==> config.mk <==
export PLATFORM = sky130hd
export DESIGN_NAME = css_top
export DESIGN_NICKNAME = d
export VERILOG_FILES = /design/src/hw/css_pkg.sv /design/src/hw/css_top.sv
export SDC_FILE = /design/constraint.sdc
export NUM_CORES = 1
export LEC_CHECK = 0
export BUFFER_PORTS_ARGS = -buffer_cell sky130_fd_sc_hd__buf_2
export CORE_MARGIN = 2
export CORE_UTILIZATION = 45
export DETAILED_ROUTE_END_ITERATION = 6
export GPL_TIMING_DRIVEN = 0
export PLACE_DENSITY = 0.73
export SLEW_MARGIN = 15
export SYNTH_ARGS = -nofsm -noshare
export SYNTH_HDL_FRONTEND = slang
export SYNTH_SLANG_ARGS = --single-unit
==> constraint.sdc <==
create_clock -name i_clk_sys -period 2.7 [get_ports i_clk_sys]
set_input_delay 0.54 -clock i_clk_sys [delete_from_list [all_inputs] [get_ports i_clk_sys]]
set_output_delay 0.54 -clock i_clk_sys [all_outputs]
set_load 0.005 [all_outputs]
==> src/hw/css_pkg.sv <==
// package of register map, field positions, modes and state record for the sync serial block
package css_pkg;
  // word-aligned byte offsets on the register bus
  localparam int CSS_AW = 5;
  localparam logic [4:0] CSS_OFF_CTRL = 5'h00;
  localparam logic [4:0] CSS_OFF_STAT = 5'h04;
  localparam logic [4:0] CSS_OFF_BRG = 5'h08;
  localparam logic [4:0] CSS_OFF_TXB = 5'h0C;
  localparam logic [4:0] CSS_OFF_RXB = 5'h10;
  // control register fields
  localparam int CSS_CTRL_W = 15;
  localparam int C_TXEN = 0;
  localparam int C_RXEN = 1;
  localparam int C_CLKEXT = 2;
  localparam int C_SRC = 3;
  localparam int C_FLOW = 5;
  localparam int C_POL = 7;
  localparam int C_MSB = 8;
  localparam int C_CONT = 9;
  localparam int C_PINSEL = 10;
  localparam int C_DINV = 11;
  localparam int C_LINV = 12;
  localparam int C_TISEL = 13;
  localparam int C_ODRAIN = 14;
  // status register fields
  localparam int S_BUSY = 0;
  localparam int S_TBE = 1;
  localparam int S_TXE = 2;
  localparam int S_TXIR = 3;
  localparam int S_RXIR = 4;
  localparam int S_OVR = 5;
  localparam int S_RXFULL = 6;
  // byte lane split and frame geometry
  localparam int CSS_B0_HI = 7;
  localparam int CSS_B1_LO = 8;
  localparam int CSS_MSB = 7;
  localparam logic [2:0] CSS_LAST_BIT = 3'h7;
  localparam logic [3:0] CSS_FRAME_BITS = 4'h8;
  // prescaler terminal counts for the divide-by-8 and divide-by-32 sources
  localparam logic [2:0] CSS_PRE8 = 3'h7;
  localparam logic [4:0] CSS_PRE32 = 5'h1F;

  typedef enum logic [1:0] {CSS_SRC_DIV1, CSS_SRC_DIV8, CSS_SRC_DIV32} css_src_e;
  typedef enum logic [1:0] {CSS_FLOW_NONE, CSS_FLOW_CTS, CSS_FLOW_RTS} css_flow_e;
  typedef enum logic {CSS_IDLE, CSS_SHIFT} css_state_e;

  typedef struct packed {
    logic [CSS_CTRL_W-1:0] ctrl;
    logic [7:0] brg;
    logic [7:0] txbuf;
    logic [7:0] sh;
    logic [7:0] rxsh;
    logic [7:0] rxbuf;
    logic tbe, txe, tx_ir, rx_ir, rx_full, ovr, arm, rx_on, seen;
    css_state_e st;
    logic [2:0] cnt;
    logic [4:0] pre;
    logic [7:0] div;
    logic sclk, tx_bit;
    logic clk_s1, clk_s2, clk_s3, rxd_s1, rxd_s2, cts_s1, cts_s2;
    logic txd, txd_oe_n, clk_oe_a_n, clk_oe_b_n, rts_n;
    logic ack;
    logic [31:0] rdat;
    logic [3:0] hb;
    logic [8:0] ht;
  } css_st_s;

  localparam css_st_s CSS_ST_RST = '{tbe: 1'b1, txe: 1'b1, sclk: 1'b1, tx_bit: 1'b1,
    clk_s1: 1'b1, clk_s2: 1'b1, clk_s3: 1'b1, rxd_s1: 1'b1, rxd_s2: 1'b1, cts_s1: 1'b1,
    cts_s2: 1'b1, txd: 1'b1, clk_oe_a_n: 1'b1, clk_oe_b_n: 1'b1, rts_n: 1'b1,
    st: CSS_IDLE, default: '0};
endpackage : css_pkg

==> src/hw/css_top.sv <==
// clock synchronous serial channel with a classic wishbone register slave
//
// Operation
// - frames are exactly eight bits, no framing
// - internal clock is source over 2(n+1)
// - clock-select one takes clock from pin
// - divider n is the 8-bit rate setting
// - flow control: cts, rts or none
// - transmit starts on enable, data, cts low
// - receive needs receive, transmit enable, data
// - transmit request on buffer to shifter move
// - transmit request on shifter done, if selected
// - receive request on frame into buffer
// - overrun when unread frame is replaced
// - overrun frame overwrites receive buffer
// - overrun leaves receive request untouched
// - polarity picks shift and sample edges
// - bit order lsb or msb first
// - continuous mode: buffer read rearms reception
// - clock output routed to one of two pins
// - optional data inversion on buffer access
// - optional line level inversion of pins
// - output pin idles high before first transfer
`timescale 1ns/1ps
module css_top
  import css_pkg::*;
(
  input wire logic i_clk_sys,
  input wire logic i_resetn,
  input wire logic i_wb_cyc,
  input wire logic i_wb_stb,
  input wire logic i_wb_we,
  input wire logic [CSS_AW-1:0] i_wb_adr,
  input wire logic [3:0] i_wb_sel,
  input wire logic [31:0] i_wb_dat,
  output logic [31:0] o_wb_dat,
  output logic o_wb_ack,
  input wire logic i_clk_pin,
  input wire logic i_rxd,
  input wire logic i_cts_n,
  output logic o_clk_out,
  output logic o_clk_oe_a_n,
  output logic o_clk_oe_b_n,
  output logic o_txd,
  output logic o_txd_oe_n,
  output logic o_rts_n,
  output logic o_tx_irq,
  output logic o_rx_irq
);

  css_st_s st_q;
  css_st_s st_d;
  logic req;
  logic src_tick;
  logic edge_hit;
  logic new_lvl;
  logic lead;
  logic trail;
  logic start;
  logic done;
  logic cts_ok;
  logic ext_ok;
  logic rx_bit;
  logic [7:0] inv_mask;

  // all next-state logic in one pass; later sections see the bus effects,
  // so a hardware event in the same cycle as a software clear wins
  always_comb begin
    st_d = st_q;
    req = i_wb_cyc && i_wb_stb && !st_q.ack;
    src_tick = 1'b0;
    edge_hit = 1'b0;
    new_lvl = st_q.sclk;
    lead = 1'b0;
    trail = 1'b0;
    start = 1'b0;
    done = 1'b0;
    inv_mask = {8{st_q.ctrl[C_DINV]}};

    // two-flop synchronisers; logic reads the second stage, and the clock edge detect also reads the third
    st_d.clk_s1 = i_clk_pin;
    st_d.clk_s2 = st_q.clk_s1;
    st_d.clk_s3 = st_q.clk_s2;
    st_d.rxd_s1 = i_rxd;
    st_d.rxd_s2 = st_q.rxd_s1;
    st_d.cts_s1 = i_cts_n;
    st_d.cts_s2 = st_q.cts_s1;
    rx_bit = st_q.rxd_s2 ^ st_q.ctrl[C_LINV];

    // register slave: answers one cycle after the request, unmapped reads zero
    st_d.ack = req;
    if (req) begin
      st_d.rdat = '0;
      case (i_wb_adr)
        CSS_OFF_CTRL: begin
          st_d.rdat[CSS_CTRL_W-1:0] = st_q.ctrl;
          if (i_wb_we && i_wb_sel[0]) begin
            st_d.ctrl[CSS_B0_HI:0] = i_wb_dat[CSS_B0_HI:0];
          end
          if (i_wb_we && i_wb_sel[1]) begin
            st_d.ctrl[CSS_CTRL_W-1:CSS_B1_LO] = i_wb_dat[CSS_CTRL_W-1:CSS_B1_LO];
          end
        end
        CSS_OFF_STAT: begin
          st_d.rdat[S_BUSY] = (st_q.st == CSS_SHIFT);
          st_d.rdat[S_TBE] = st_q.tbe;
          st_d.rdat[S_TXE] = st_q.txe;
          st_d.rdat[S_TXIR] = st_q.tx_ir;
          st_d.rdat[S_RXIR] = st_q.rx_ir;
          st_d.rdat[S_OVR] = st_q.ovr;
          st_d.rdat[S_RXFULL] = st_q.rx_full;
          // request and overrun flags clear by writing one
          if (i_wb_we && i_wb_sel[0]) begin
            if (i_wb_dat[S_TXIR]) st_d.tx_ir = 1'b0;
            if (i_wb_dat[S_RXIR]) st_d.rx_ir = 1'b0;
            if (i_wb_dat[S_OVR]) st_d.ovr = 1'b0;
          end
        end
        CSS_OFF_BRG: begin
          st_d.rdat[CSS_B0_HI:0] = st_q.brg;
          if (i_wb_we && i_wb_sel[0]) st_d.brg = i_wb_dat[CSS_B0_HI:0];
        end
        CSS_OFF_TXB: begin
          st_d.rdat[CSS_B0_HI:0] = st_q.txbuf ^ inv_mask;
          if (i_wb_we && i_wb_sel[0]) begin
            st_d.txbuf = i_wb_dat[CSS_B0_HI:0] ^ inv_mask;
            st_d.tbe = 1'b0;
          end
        end
        CSS_OFF_RXB: begin
          st_d.rdat[CSS_B0_HI:0] = st_q.rxbuf ^ inv_mask;
          if (!i_wb_we) begin
            st_d.rx_full = 1'b0;
            // a read alone rearms reception in continuous mode
            if (st_q.ctrl[C_CONT] && st_q.ctrl[C_RXEN]) st_d.arm = 1'b1;
          end
        end
        default: st_d.rdat = '0;
      endcase
    end

    // free-running prescaler gives the three divider source rates
    st_d.pre = st_q.pre + 5'h01;
    case (st_q.ctrl[C_SRC +: 2])
      CSS_SRC_DIV8: src_tick = (st_q.pre[2:0] == CSS_PRE8);
      CSS_SRC_DIV32: src_tick = (st_q.pre == CSS_PRE32);
      default: src_tick = 1'b1;
    endcase

    // start qualifiers; an external master must hold the idle level first
    cts_ok = (st_q.ctrl[C_FLOW +: 2] != CSS_FLOW_CTS) || !st_q.cts_s2;
    ext_ok = !st_q.ctrl[C_CLKEXT] || (st_q.clk_s2 != st_q.ctrl[C_POL]);

    case (st_q.st)
      CSS_IDLE: begin
        st_d.div = '0;
        if (!st_q.ctrl[C_CLKEXT]) st_d.sclk = !st_q.ctrl[C_POL];
        if (st_q.ctrl[C_TXEN] && cts_ok && ext_ok &&
            (!st_d.tbe || (st_d.arm && st_q.ctrl[C_RXEN]))) begin
          start = 1'b1;
          st_d.st = CSS_SHIFT;
          st_d.cnt = '0;
          st_d.hb = '0;
          st_d.ht = '0;
          st_d.arm = 1'b0;
          st_d.seen = 1'b1;
          st_d.txe = 1'b0;
          st_d.rx_on = st_q.ctrl[C_RXEN];
          // fresh data moves to the shifter; a continuous rearm sends the shifter's fill of ones
          if (!st_d.tbe) begin
            st_d.sh = st_d.txbuf;
            st_d.tbe = 1'b1;
            if (!st_q.ctrl[C_TISEL]) st_d.tx_ir = 1'b1;
          end
          st_d.tx_bit = st_q.ctrl[C_MSB] ? st_d.sh[CSS_MSB] : st_d.sh[0];
        end
      end
      CSS_SHIFT: begin
        if (st_q.ctrl[C_CLKEXT]) begin
          edge_hit = (st_q.clk_s2 != st_q.clk_s3);
          new_lvl = st_q.clk_s2;
        end else if (src_tick) begin
          st_d.ht = st_q.ht + 9'h001;
          // toggle every n+1 source ticks: a full period is 2(n+1) ticks
          if (st_q.div == st_q.brg) begin
            edge_hit = 1'b1;
            new_lvl = !st_q.sclk;
            st_d.sclk = new_lvl;
            st_d.div = '0;
            st_d.ht = '0;
          end else begin
            st_d.div = st_q.div + 8'h01;
          end
        end
        // leaving idle level shifts out, returning to it samples in
        lead = edge_hit && (new_lvl == st_q.ctrl[C_POL]);
        trail = edge_hit && (new_lvl != st_q.ctrl[C_POL]);
        if (lead) st_d.tx_bit = st_q.ctrl[C_MSB] ? st_q.sh[CSS_MSB] : st_q.sh[0];
        if (trail) begin
          st_d.hb = st_q.hb + 4'h1;
          st_d.cnt = st_q.cnt + 3'h1;
          if (st_q.ctrl[C_MSB]) begin
            st_d.sh = {st_q.sh[CSS_MSB-1:0], 1'b1};
            st_d.rxsh = {st_q.rxsh[CSS_MSB-1:0], rx_bit};
          end else begin
            st_d.sh = {1'b1, st_q.sh[CSS_MSB:1]};
            st_d.rxsh = {rx_bit, st_q.rxsh[CSS_MSB:1]};
          end
          if (st_q.cnt == CSS_LAST_BIT) begin
            done = 1'b1;
            st_d.st = CSS_IDLE;
            st_d.txe = 1'b1;
            if (st_q.ctrl[C_TISEL]) st_d.tx_ir = 1'b1;
            if (st_q.rx_on) begin
              st_d.rxbuf = st_d.rxsh;
              // an unread frame is lost: flag it but raise no new request
              if (st_d.rx_full) begin
                st_d.ovr = 1'b1;
              end else begin
                st_d.rx_full = 1'b1;
                st_d.rx_ir = 1'b1;
              end
            end
          end
        end
      end
      default: st_d.st = CSS_IDLE;
    endcase

    // pin registers; until the first frame the output stays high
    st_d.txd = st_d.seen ? (st_d.tx_bit ^ st_q.ctrl[C_LINV]) : 1'b1;
    st_d.txd_oe_n = st_q.ctrl[C_ODRAIN] && st_d.txd;
    // clock pins drive only with the internal clock, on the chosen pin
    st_d.clk_oe_a_n = st_q.ctrl[C_CLKEXT] || st_q.ctrl[C_PINSEL];
    st_d.clk_oe_b_n = st_q.ctrl[C_CLKEXT] || !st_q.ctrl[C_PINSEL];
    // in rts flow mode, ready-to-receive while reception is enabled and the buffer is free
    st_d.rts_n = !((st_q.ctrl[C_FLOW +: 2] == CSS_FLOW_RTS) && st_q.ctrl[C_RXEN] &&
      !st_d.rx_full);
  end

  // single state register, synchronous active-low reset
  always_ff @(posedge i_clk_sys) begin
    if (!i_resetn) begin
      st_q <= CSS_ST_RST;
    end else begin
      st_q <= st_d;
    end
  end

  // every output straight from the state record
  assign o_wb_dat = st_q.rdat;
  assign o_wb_ack = st_q.ack;
  assign o_clk_out = st_q.sclk;
  assign o_clk_oe_a_n = st_q.clk_oe_a_n;
  assign o_clk_oe_b_n = st_q.clk_oe_b_n;
  assign o_txd = st_q.txd;
  assign o_txd_oe_n = st_q.txd_oe_n;
  assign o_rts_n = st_q.rts_n;
  assign o_tx_irq = st_q.tx_ir;
  assign o_rx_irq = st_q.rx_ir;

  logic stat_wr;
  assign stat_wr = req && i_wb_we && (i_wb_adr == CSS_OFF_STAT);
  // bus strobes for the buffer checks below
  logic txb_wr;
  logic rxb_rd;
  assign txb_wr = req && i_wb_we && i_wb_sel[0] && (i_wb_adr == CSS_OFF_TXB);
  assign rxb_rd = req && !i_wb_we && (i_wb_adr == CSS_OFF_RXB);
endmodule : css_top

==> flow_summary.yaml, run 1 <==
critical_path:
  critical_path.max_stage_delay_ns: 0.36
  worstReg2RegStart: "st_q[68]$_SDFF_PN0_"
  cp.arrival_ns: 2.86
  worst_ep_required_time_ns: 2.95
  reg2reg_depth: 10
  crit_top_cell: "ha_1"
  endpoint_kind: "flip-flop"
  critPathSlowestCell: "a221oi_4"
  startpoint_type: "flip-flop"
  r2r_slack_ns: 0.09
  path_max_fanout: 4
  timing.rr.end: "o_txd_oe_n$_SDFF_PN0_"
  crit_family: "simple AND/OR/NAND/NOR gates"
  path_class: "reg2reg"
  path_buf_inv: 0
  crit_chain: "ha_1 > and3_1 > ha_1 > a221oi_4 > or2_4 > nor4b_4 > or3_1 > a31oi_2 > xor2_1 > a21oi_1"
global_routing:
  grt_start_max_net_pins: 18
  grt_pass1_wl_mm: 23.51
  grt_pass1_vias: 4548
  antenna_found_initial: 0
  grt_overflow: 0
  grt_util_all_layers_pct: 23.67
drt:
  wire_per_inst_um: 17.95
  num_vias: 4789
  drt_iter0_markers: 413
  antenna_left: 0
  wl_mm: 15.06
  drtPass1Iterations: 7
  drc: 5
  drt-vias-per-instance: 5.708
clock_network:
  cts_sinks: 111
  clock_latency_ns: 0.36
  clock_tree.root_cell: "clkbuf_16"
  clock_tree.htree_level_count: 3
  numCtsBuffers: 9
  tritoncts: "done"
  clockBufferDepth: 2
  cts_hold_buf: 0
  clkTransAtPathRegs_ns: 0.07
layout:
  drive_gt1_share_pct: 18.82
  antenna_cells: 0
  area_growth_pct: 16.15
  nets: 748
placement:
  finalWeightedCongestion: 0.9484
  dpl.hpwl_mm: 11.11
  io_buffers: 51
synth:
  yosys.area.top_type_share_pct: 41.51
  synth_ff_type: "dfxtp_1"
  synthTopCellsByArea: "dfxtp_1 (42%), mux2i_1 (8.2%), nor2_1 (6.4%)"
  netlist_instances: 612
  synthDistinctLibCells: 61
  synth_edf_count: 0
  async_flop_share_pct: 0
  synth_area_um2: 5353
  yosysWarnings: 0
  ys_seq_elements: 111
  syn_area_per_cell_um2: 8.746
  yosys.area.top_type: "dfxtp_1"
  yosysSeqAreaShare_pct: 41.51
timing:
  finalMaxSlewViolations: 0
  max_freq_mhz: 382.9
  final.setup_skew_ns: 0.007190
  post-route-period-util_pct: 96.73
  finalSetupTns_ns: 0
  setup_viol: 0
  hold_violations: 0
  hold_slack_ns: 0.3552
  worst_pin_slew_ns: 0.8908
  timing.final.crit_period_ns: 2.612
  slew_headroom_pct: 40.12
hold_path:
  hold_path_startpoint: "i_rxd"
  hold_depth: 2
  hold_path_end: "st_d[53]$_SDFF_PN1_"
  hold_class: "in2reg"
floorplan:
  dieArea_um2: 12780
  start_util_pct: 46.48
  die_w_um: 113.1
  core_um2: 11520
  boundaryPins: 90
  rows: 39
  fp.dieH_um: 113.1
power_and_ir_drop:
  pwr_density_cell_nw_per_um2: 520.7
  max-vdd-ir-drop_mv: 0.3310
  leakagePower_nw: 2.541
flow_run:
  maxCapViolations: 0
status:
  outcome: "finished, violations left"
  violations: "DRC"
==> layer usage <==
metal	GRT usage, %	part of all wire [%]	vias to the layer above
met4	10.73	3.0	0
met3	4.981	5.8	32
met2	39.20	48	169
met5	0	0	-
met1	29.67	43	2319
li1	-	-	2269
==> stage by stage <==
| step | worst slack (ns) | utilization (%) | area [um2] | std cells | total power, mW |
|---|---|---|---|---|---|
| floorplan | 0.3207 | - | 5413 | 628 | 1.809 |
| global placement | -0.09680 | 50.77 | 5847 | 822 | 1.888 |
| detailed placement | -0.1294 | 50.77 | 5847 | 822 | 1.890 |
| CTS | -0.007404 | 53.61 | 6173 | 838 | 3.256 |
| global route | -0.04347 | 53.99 | 6217 | 839 | 3.336 |
| finish | 0.08829 | 53.99 | 6217 | 839 | 3.237 |
==> registers in the layout, summed over array words and instances, names as in the netlist <==
| signal | flops |
|---|---|
| o_clk_oe_b_n | 1 |
| inv_mask | 1 |
| o_clk_oe_a_n | 1 |
| o_tx_irq | 1 |
| st_d | 4 |
| o_rx_irq | 1 |
| o_wb_ack | 1 |
| o_wb_dat | 15 |
| st_q | 82 |
| o_txd | 1 |
| o_clk_out | 1 |
| o_rts_n | 1 |
| o_txd_oe_n | 1 |
==> Yosys cell counts, types with 3 or more instances <==
cell type	instances
nand3b_1	3
o221ai_1	9
xor2_1	8
buf_4	32
a21oi_1	44
or3_1	3
o21ai_0	14
o22ai_1	7
a22oi_1	7
nand2b_1	11
nand2_1	44
nand4_1	7
clkbuf_1	25
mux2i_1	44
buf_2	10
nor4_2	3
dfxtp_1	111
and2_1	5
and3b_1	3
nand3_1	19
a31oi_1	19
nor2_1	91
inv_1	9
a221o_1	8
and3_1	6
ha_1	8
xnor2_1	18
nor3_1	3
==> report_power, final <==
group / switching (mW) / internal [mW] / total (mW) / leakage (nW)
combinational: 0.117 / 0.0766 / 0.194 / 1.49
clock: 0.611 / 0.769 / 1.38 / 0.152
sequential: 0.0102 / 1.65 / 1.66 / 0.898
==> layout by cell type, fill, tap and decap left out, types with 3 or more instances in the layout <==
cell,synthesis,final
nand2b_1,11,11
nand2_1,44,44
buf_4,32,33
inv_1,9,9
a22oi_1,7,7
a21oi_1,44,44
o221ai_1,9,9
mux2i_1,44,44
nand3b_1,3,3
conb_1,1,17
xnor2_1,18,18
and2_1,5,5
xor2_1,8,8
a221o_1,8,8
a31oi_1,19,18
nor3_1,3,3
clkbuf_1,25,24
nor2_1,91,91
o21ai_0,14,14
o22ai_1,7,7
nand4_1,7,7
clkbuf_16,0,9
dfxtp_1,111,111
and3_1,6,6
buf_2,10,61
and3b_1,3,3
nand3_1,19,19
or3_1,3,3
nor4_2,3,3
ha_1,8,8
==> logic make-up (layout without fill, tap and decap cells) <==
logic type | count (synthesis) | after routing | share of synthesized area [%]
AO/OA/AOI/OAI | 127 | 127 | 15.73
XOR/XNOR | 26 | 26 | 4.254
adder cells (fa/ha/maj) | 8 | 8 | 1.870
buffers and inverters | 79 | 147 | 8.158
flip-flops | 111 | 111 | 41.51
multiplexers | 45 | 45 | 8.438
other | 1 | 17 | 0.07006
AND/OR/NAND/NOR | 215 | 215 | 19.96
==> repair_timing <==
item                       4_1_cts  5_1_grt
pin swaps                        0        3
buffers inserted                 0        1
gates resized for setup          2        7
setup endpoints to repair       15       23
==> layout make-up <==
cell class | count | area, um2
plain buffers | 69 | 400.4
clock buffers | 11 | 252.7
clock inverters | 5 | 56.30
fillers | 1070 | 5299
inverters | 10 | 37.54
multi-input cells | 438 | 2806
flip-flops and latches | 111 | 2222
well taps | 143 | 178.9
repair buffers | 52 | 262.8
==> worst max path at each step <==
stage | startpoint | to | slack [ns] | cells past startpoint
finish | st_q[68]$_SDFF_PN0_ | o_txd_oe_n$_SDFF_PN0_ | 0.09 | 10
global route | st_q[68]$_SDFF_PN0_ | o_txd_oe_n$_SDFF_PN0_ | -0.04 | 10
CTS | st_q[68]$_SDFF_PN0_ | o_txd_oe_n$_SDFF_PN0_ | -0.007 | 10
detailed placement | st_q[68]$_SDFF_PN0_ | o_txd_oe_n$_SDFF_PN0_ | -0.13 | 10
global placement | st_q[68]$_SDFF_PN0_ | o_txd_oe_n$_SDFF_PN0_ | -0.1 | 10
floorplan | st_q[68]$_SDFF_PN0_ | o_txd_oe_n$_SDFF_PN0_ | 0.32 | 10
Power figures use the tool's default switching activity.
==> run 2, diff against run 1 <==
--- a/config.mk
+++ b/config.mk
@@ -7,10 +7,10 @@
 export LEC_CHECK = 0
 export BUFFER_PORTS_ARGS = -buffer_cell sky130_fd_sc_hd__buf_2
 export CORE_MARGIN = 2
-export CORE_UTILIZATION = 45
+export CORE_UTILIZATION = 33
 export DETAILED_ROUTE_END_ITERATION = 6
 export GPL_TIMING_DRIVEN = 0
-export PLACE_DENSITY = 0.73
+export PLACE_DENSITY = 0.59
 export SLEW_MARGIN = 15
 export SYNTH_ARGS = -nofsm -noshare
 export SYNTH_HDL_FRONTEND = slang
==> run 2 against run 1 <==
The flow now finishes without violations. Hold slack gained 0.0055 ns. Setup slack improved by 0.058 ns. Maximum frequency up 2.3%. Non-clock buffer count stayed put. Global-route usage fell by 6.0 points. Flip-flop and latch count unchanged. Critical endpoint unchanged. Largest power group unchanged. Highest routed layer unchanged.
==> flow_summary.yaml, run 2 (synthesized netlist as in run 1, its figures left out) <==
drt:
  wl_mm: 15.32
  drtPass1Iterations: 6
  drt-vias-per-instance: 5.092
  wire_per_inst_um: 16.79
  drt_iter0_markers: 325
  route.met2.wl_mm: 7.321
  drc: 0
  num_vias: 4644
  topRoutingLayerUsed: "met4"
  route.met3.wl_um: 793
  drt-met1-wl_mm: 6.685
  antenna_left: 0
placement:
  finalWeightedCongestion: 0.8916
  io_buffers: 51
  dpl.hpwl_mm: 11.35
  place_ws_ns: -0.1279
floorplan:
  fp.dieH_um: 131.4
  dieArea_um2: 17260
  die_w_um: 131.4
  boundaryPins: 90
  rows: 46
  start_util_pct: 33.70
  core_um2: 15890
timing:
  finalWorstSetupSlack_ns: 0.1468
  worst_pin_slew_ns: 0.8711
  rsz0062_at_grt: "false"
  finalMaxSlewViolations: 0
  max_freq_mhz: 391.7
  final.setup_skew_ns: 0.009304
  hold_violations: 0
  timing.final.crit_period_ns: 2.553
  post-route-period-util_pct: 94.56
  slew_headroom_pct: 41.44
  setup_viol: 0
  finalSetupTns_ns: 0
critical_path:
  endpoint: "o_txd_oe_n$_SDFF_PN0_"
  endpoint_kind: "flip-flop"
  timing.rr.end: "o_txd_oe_n$_SDFF_PN0_"
  startpoint_type: "flip-flop"
  cp.arrival_ns: 2.80
  worstReg2RegStart: "st_q[68]$_SDFF_PN0_"
  worst_ep_required_time_ns: 2.94
  path_max_fanout: 3
  r2r_slack_ns: 0.15
  startpoint: "st_q[68]$_SDFF_PN0_"
  reg2reg_depth: 10
  path_class: "reg2reg"
clock_network:
  numCtsBuffers: 9
  tritoncts: "done"
  clockBufferDepth: 2
  clock_tree.htree_level_count: 3
  clock_tree.root_cell: "clkbuf_16"
  clkTransAtPathRegs_ns: 0.07
  clock_latency_ns: 0.36
  cts_sinks: 111
  cts_hold_buf: 0
global_routing:
  grt_pass1_vias: 4420
  grt_start_max_net_pins: 19
  antenna_found_initial: 0
  grt_util_all_layers_pct: 17.69
  grt_pass1_wl_mm: 23.92
  grt_overflow: 0
layout:
  largest_register_ff_count: 82
  nets: 748
  antenna_cells: 0
  drive_gt1_share_pct: 18.82
  area_growth_pct: 17.67
  top_register: "st_q"
  layout_commonest_cell: "dfxtp_1"
  layout_common_cells: "dfxtp_1 (111), nor2_1 (91), buf_2 (61)"
power_and_ir_drop:
  p_total_mw: 3.239
  leakagePower_nw: 2.526
  max-vdd-ir-drop_mv: 0.3029
  pwr_density_cell_nw_per_um2: 514.2
status:
  outcome: "finished, final reports clean"
hold_path:
  hold_class: "in2reg"
flow_run:
  maxCapViolations: 0
run 2: changes by cell type in the layout (fill, tap and decap cells not counted), sizes merged:
| cell | before | now |
|---|---|---|
| clkbuf | 36 | 35 |
| inv | 9 | 10 |
run 2: where the power goes:
part	leakage, nW	internal (mW)	switching [mW]
Clock	0.149	0.750	0.630
Sequential	0.898	1.65	0.0104
Combinational	1.48	0.0764	0.118
run 2: routing by layer:
metal  vias up  track usage (%)
met1      2177            21.89
met3        28            3.279
li1       2283                -
met5         -                0
met4         0            7.186
met2       156            30.32
run 2: timing repair:
action | CTS | global route
setup endpoints to repair | 23 | 26
buffers inserted | 0 | 1
pin swaps | 0 | 2
hold endpoints to repair | 0 | 0
gates resized for setup | 3 | 5
run 2: metrics by stage:
stage	instance area [um2]	hold WS, ns	util [%]	instances
finish	6299	0.3607	39.65	912
global route	6299	0.3564	39.65	912
CTS	6270	0.3595	39.47	911
detailed placement	5938	0.3914	37.38	895
global placement	5938	0.3881	37.38	895
floorplan	5413	0.3863	-	628
run 2: how the worst min path moves through the flow:
stage | slack, ns | end | cells after the start | start
after floorplan | 0.39 | st_d[55]$_SDFF_PN1_ | 1 | st_d[56]$_SDFF_PN1_
after global placement | 0.39 | st_q[53]$_SDFF_PN1_ | 1 | st_d[53]$_SDFF_PN1_
after detailed placement | 0.39 | st_q[51]$_SDFF_PN1_ | 1 | st_d[51]$_SDFF_PN1_
after CTS | 0.36 | st_d[51]$_SDFF_PN1_ | 2 | i_cts_n
after global routing | 0.36 | st_d[51]$_SDFF_PN1_ | 2 | i_cts_n
final | 0.36 | st_d[51]$_SDFF_PN1_ | 2 | i_cts_n
run 2: critical path: stages (launching register included):
cell and delay [ns]:
dfxtp_1 0.33, ha_1 0.21, and3_1 0.19, ha_1 0.21, a221oi_4 0.36, or2_4 0.21
nor4b_2 0.07, or3_1 0.34, a31oi_2 0.22, xor2_1 0.22, a21oi_1 0.09
run 2: area by class of cell:
type | count | area (um2)
inverters | 10 | 37.54
fillers | 1663 | 9587
flip-flops and latches | 111 | 2222
well taps | 216 | 270.3
repair buffers | 52 | 262.8
clock buffers | 10 | 239.0
multi-input cells | 438 | 2798
clock inverters | 6 | 68.82
plain buffers | 69 | 400.4
==> run 3, diff against run 2 <==
--- a/config.mk
+++ b/config.mk
@@ -5,7 +5,8 @@
 export SDC_FILE = /design/constraint.sdc
 export NUM_CORES = 1
 export LEC_CHECK = 0
-export BUFFER_PORTS_ARGS = -buffer_cell sky130_fd_sc_hd__buf_2
+export BUFFER_PORTS_ARGS = -buffer_cell sky130_fd_sc_hd__clkbuf_2
+export CORE_ASPECT_RATIO = 0.75
 export CORE_MARGIN = 2
 export CORE_UTILIZATION = 33
 export DETAILED_ROUTE_END_ITERATION = 6
==> constraint.sdc (replaced) <==
create_clock -name i_clk_sys -period 2.55 [get_ports i_clk_sys]
set_input_delay 0.51 -clock i_clk_sys [delete_from_list [all_inputs] [get_ports i_clk_sys]]
set_output_delay 0.51 -clock i_clk_sys [all_outputs]
set_load 0.005 [all_outputs]
==> run 3 against run 2 <==
Final cell count down 0.44%. Utilization rose by 0.12 points. Cell area up 0.81%. Sequential power grew 6%. Combinational power up 2%. Register-to-register slack lost 0.03 ns. Sequential share of layout area is 0.27 points lower.
==> flow_summary.yaml, run 3 (synthesized netlist as in run 1, its figures left out) <==
status:
  outcome: "finished, final reports clean"
hold_path:
  hold_path_startpoint: "i_rxd"
  hold_depth: 2
  hold_class: "in2reg"
  hold_path_end: "st_d[53]$_SDFF_PN1_"
clock_network:
  clock_tree.htree_level_count: 3
  clkTransAtPathRegs_ns: 0.07
  tritoncts: "done"
  cts_sinks: 111
  cts_hold_buf: 0
  clock_tree.root_cell: "clkbuf_16"
  clock_latency_ns: 0.35
  clockBufferDepth: 2
  numCtsBuffers: 9
flow_run:
  maxCapViolations: 0
layout:
  nets: 750
  largest_register_ff_count: 82
  drive_gt1_share_pct: 19.91
  top_register: "st_q"
  antenna_cells: 0
  postLayoutCoreUtil_pct: 39.77
  area_growth_pct: 18.63
  layout_common_cells: "dfxtp_1 (110), nor2_1 (91), clkbuf_2 (52)"
  layout_commonest_cell: "dfxtp_1"
  fill_cells: 1621
power_and_ir_drop:
  netSwitchingFraction_pct: 23.31
  share_seq_of_total_power_pct: 51.4
  p_comb_share_pct: 5.8
  pwr_density_cell_nw_per_um2: 539.6
  max-vdd-ir-drop_mv: 0.3524
  leakagePower_nw: 2.525
  p_int_mw: 2.628
  p_clk_share_pct: 42.8
  p_sw_uw: 798.5
timing:
  post-route-period-util_pct: 95.32
  finalMaxSlewViolations: 0
  max_freq_mhz: 411.4
  finalSetupTns_ns: 0
  worst_pin_slew_ns: 0.8609
  finalWorstSetupSlack_ns: 0.1193
  slew_headroom_pct: 42.13
  setup_viol: 0
  hold_violations: 0
  rsz0062_at_grt: "false"
  final.setup_skew_ns: 0.009129
  timing.final.crit_period_ns: 2.431
global_routing:
  grt_overflow: 0
  antenna_found_initial: 0
  grt_pass1_wl_mm: 23.73
  grt_pass1_vias: 4142
  grt_util_all_layers_pct: 18.24
  grt_start_max_net_pins: 19
critical_path:
  path_max_fanout: 4
  cp.arrival_ns: 2.67
  timing.rr.end: "o_txd_oe_n$_SDFF_PN0_"
  worstReg2RegStart: "st_q[68]$_SDFF_PN0_"
  r2r_slack_ns: 0.12
  path_class: "reg2reg"
  endpoint_kind: "flip-flop"
  reg2reg_depth: 10
  startpoint_type: "flip-flop"
  worst_ep_required_time_ns: 2.79
drt:
  num_vias: 4554
  drtPass1Iterations: 5
  drc: 0
  drt-vias-per-instance: 5.015
  wl_mm: 15.32
  drt_iter0_markers: 332
  wire_per_inst_um: 16.88
  antenna_left: 0
floorplan:
  core_um2: 15970
  rows: 40
  fp.dieH_um: 114.3
  die_w_um: 151.1
  dieArea_um2: 17270
  boundaryPins: 90
  start_util_pct: 33.53
placement:
  finalWeightedCongestion: 0.8205
  place_ws_ns: -0.3922
  io_buffers: 51
  dpl.hpwl_mm: 11.74
==> run 3: cell types whose count changed in the layout (fill, tap and decap cells not counted), moves of 2 or more <==
cell      previous run  this run
buf_4               33        35
clkinv_4             2         0
clkbuf_2             1        52
buf_2               61         9
ha_1                 8         6
==> run 3: worst max-delay path, cell delays in order (launching register included) <==
cell      delay (ns)
dfxtp_2         0.32
ha_2            0.18
and3_4          0.18
ha_4            0.16
a221oi_4        0.38
or2_4           0.22
nor4b_2         0.06
or3_4           0.35
a31oi_4         0.21
xor2_2          0.17
a21oi_1         0.08
==> run 3: cell type report <==
class,count,area [um2],share of cell area [%]
clock buffer,10,239.0,3.764
multi-input combinational,438,2839,44.71
buffer,69,402.9,6.345
inverter,10,37.54,0.5911
sequential,111,2223,35.01
tap,210,262.8,4.138
clock inverter,6,67.56,1.064
timing repair buffer,54,277.8,4.374
==> run 3: power by group through the flow <==
| stage | Clock (mW) | Sequential (mW) | Combinational [mW] |
|---|---|---|---|
| 3_5_place_dp | 0 | 1.80 | 0.195 |
| 4_1_cts | 1.48 | 1.76 | 0.199 |
| 2_1_floorplan | 0 | 1.80 | 0.117 |
| 6_report | 1.47 | 1.76 | 0.199 |
| 5_1_grt | 1.55 | 1.76 | 0.220 |
| 3_3_place_gp | 0 | 1.80 | 0.195 |
==> run 3: worst max path at each step <==
stage          slack (ns)                     end                 from  cells after the start
2_1_floorplan        0.17   o_txd_oe_n$_SDFF_PN0_  st_q[68]$_SDFF_PN0_                     10
3_3_place_gp        -0.41   o_txd_oe_n$_SDFF_PN0_  st_q[68]$_SDFF_PN0_                     10
3_5_place_dp        -0.39   o_txd_oe_n$_SDFF_PN0_  st_q[68]$_SDFF_PN0_                     10
4_1_cts             0.003   o_txd_oe_n$_SDFF_PN0_  st_q[68]$_SDFF_PN0_                     10
5_1_grt              0.02  st_q[108]$_SDFFE_PN0P_  st_q[69]$_SDFF_PN0_                     10
6_report             0.12   o_txd_oe_n$_SDFF_PN0_  st_q[68]$_SDFF_PN0_                     10
==> run 3: metal layers <==
metal	wire length, um	track usage, %	part of all wire [%]
met3	1280	4.223	8.4
met5	0	0	0
met4	95	3.302	0.62
met1	7975	28.61	52
met2	5973	25.27	39
==> run 3: through the flow <==
step	area (um2)	std cells	power [mW]	hold WS [ns]
5_1_grt	6350	908	3.538	0.3432
6_report	6350	908	3.426	0.3362
3_5_place_dp	5931	889	1.997	0.3922
4_1_cts	6335	908	3.442	0.3297
2_1_floorplan	5413	628	1.915	0.3863
3_3_place_gp	5931	889	1.997	0.3900
==> run 3: timing repair <==
action / 4_1_cts / 5_1_grt
resized for setup: 13 / 3
setup endpoints to repair: 35 / 19
pin swaps: 6 / 5
setup buffers: 3 / 0
gates cloned: 0 / 0
hold endpoints to repair: 0 / 0
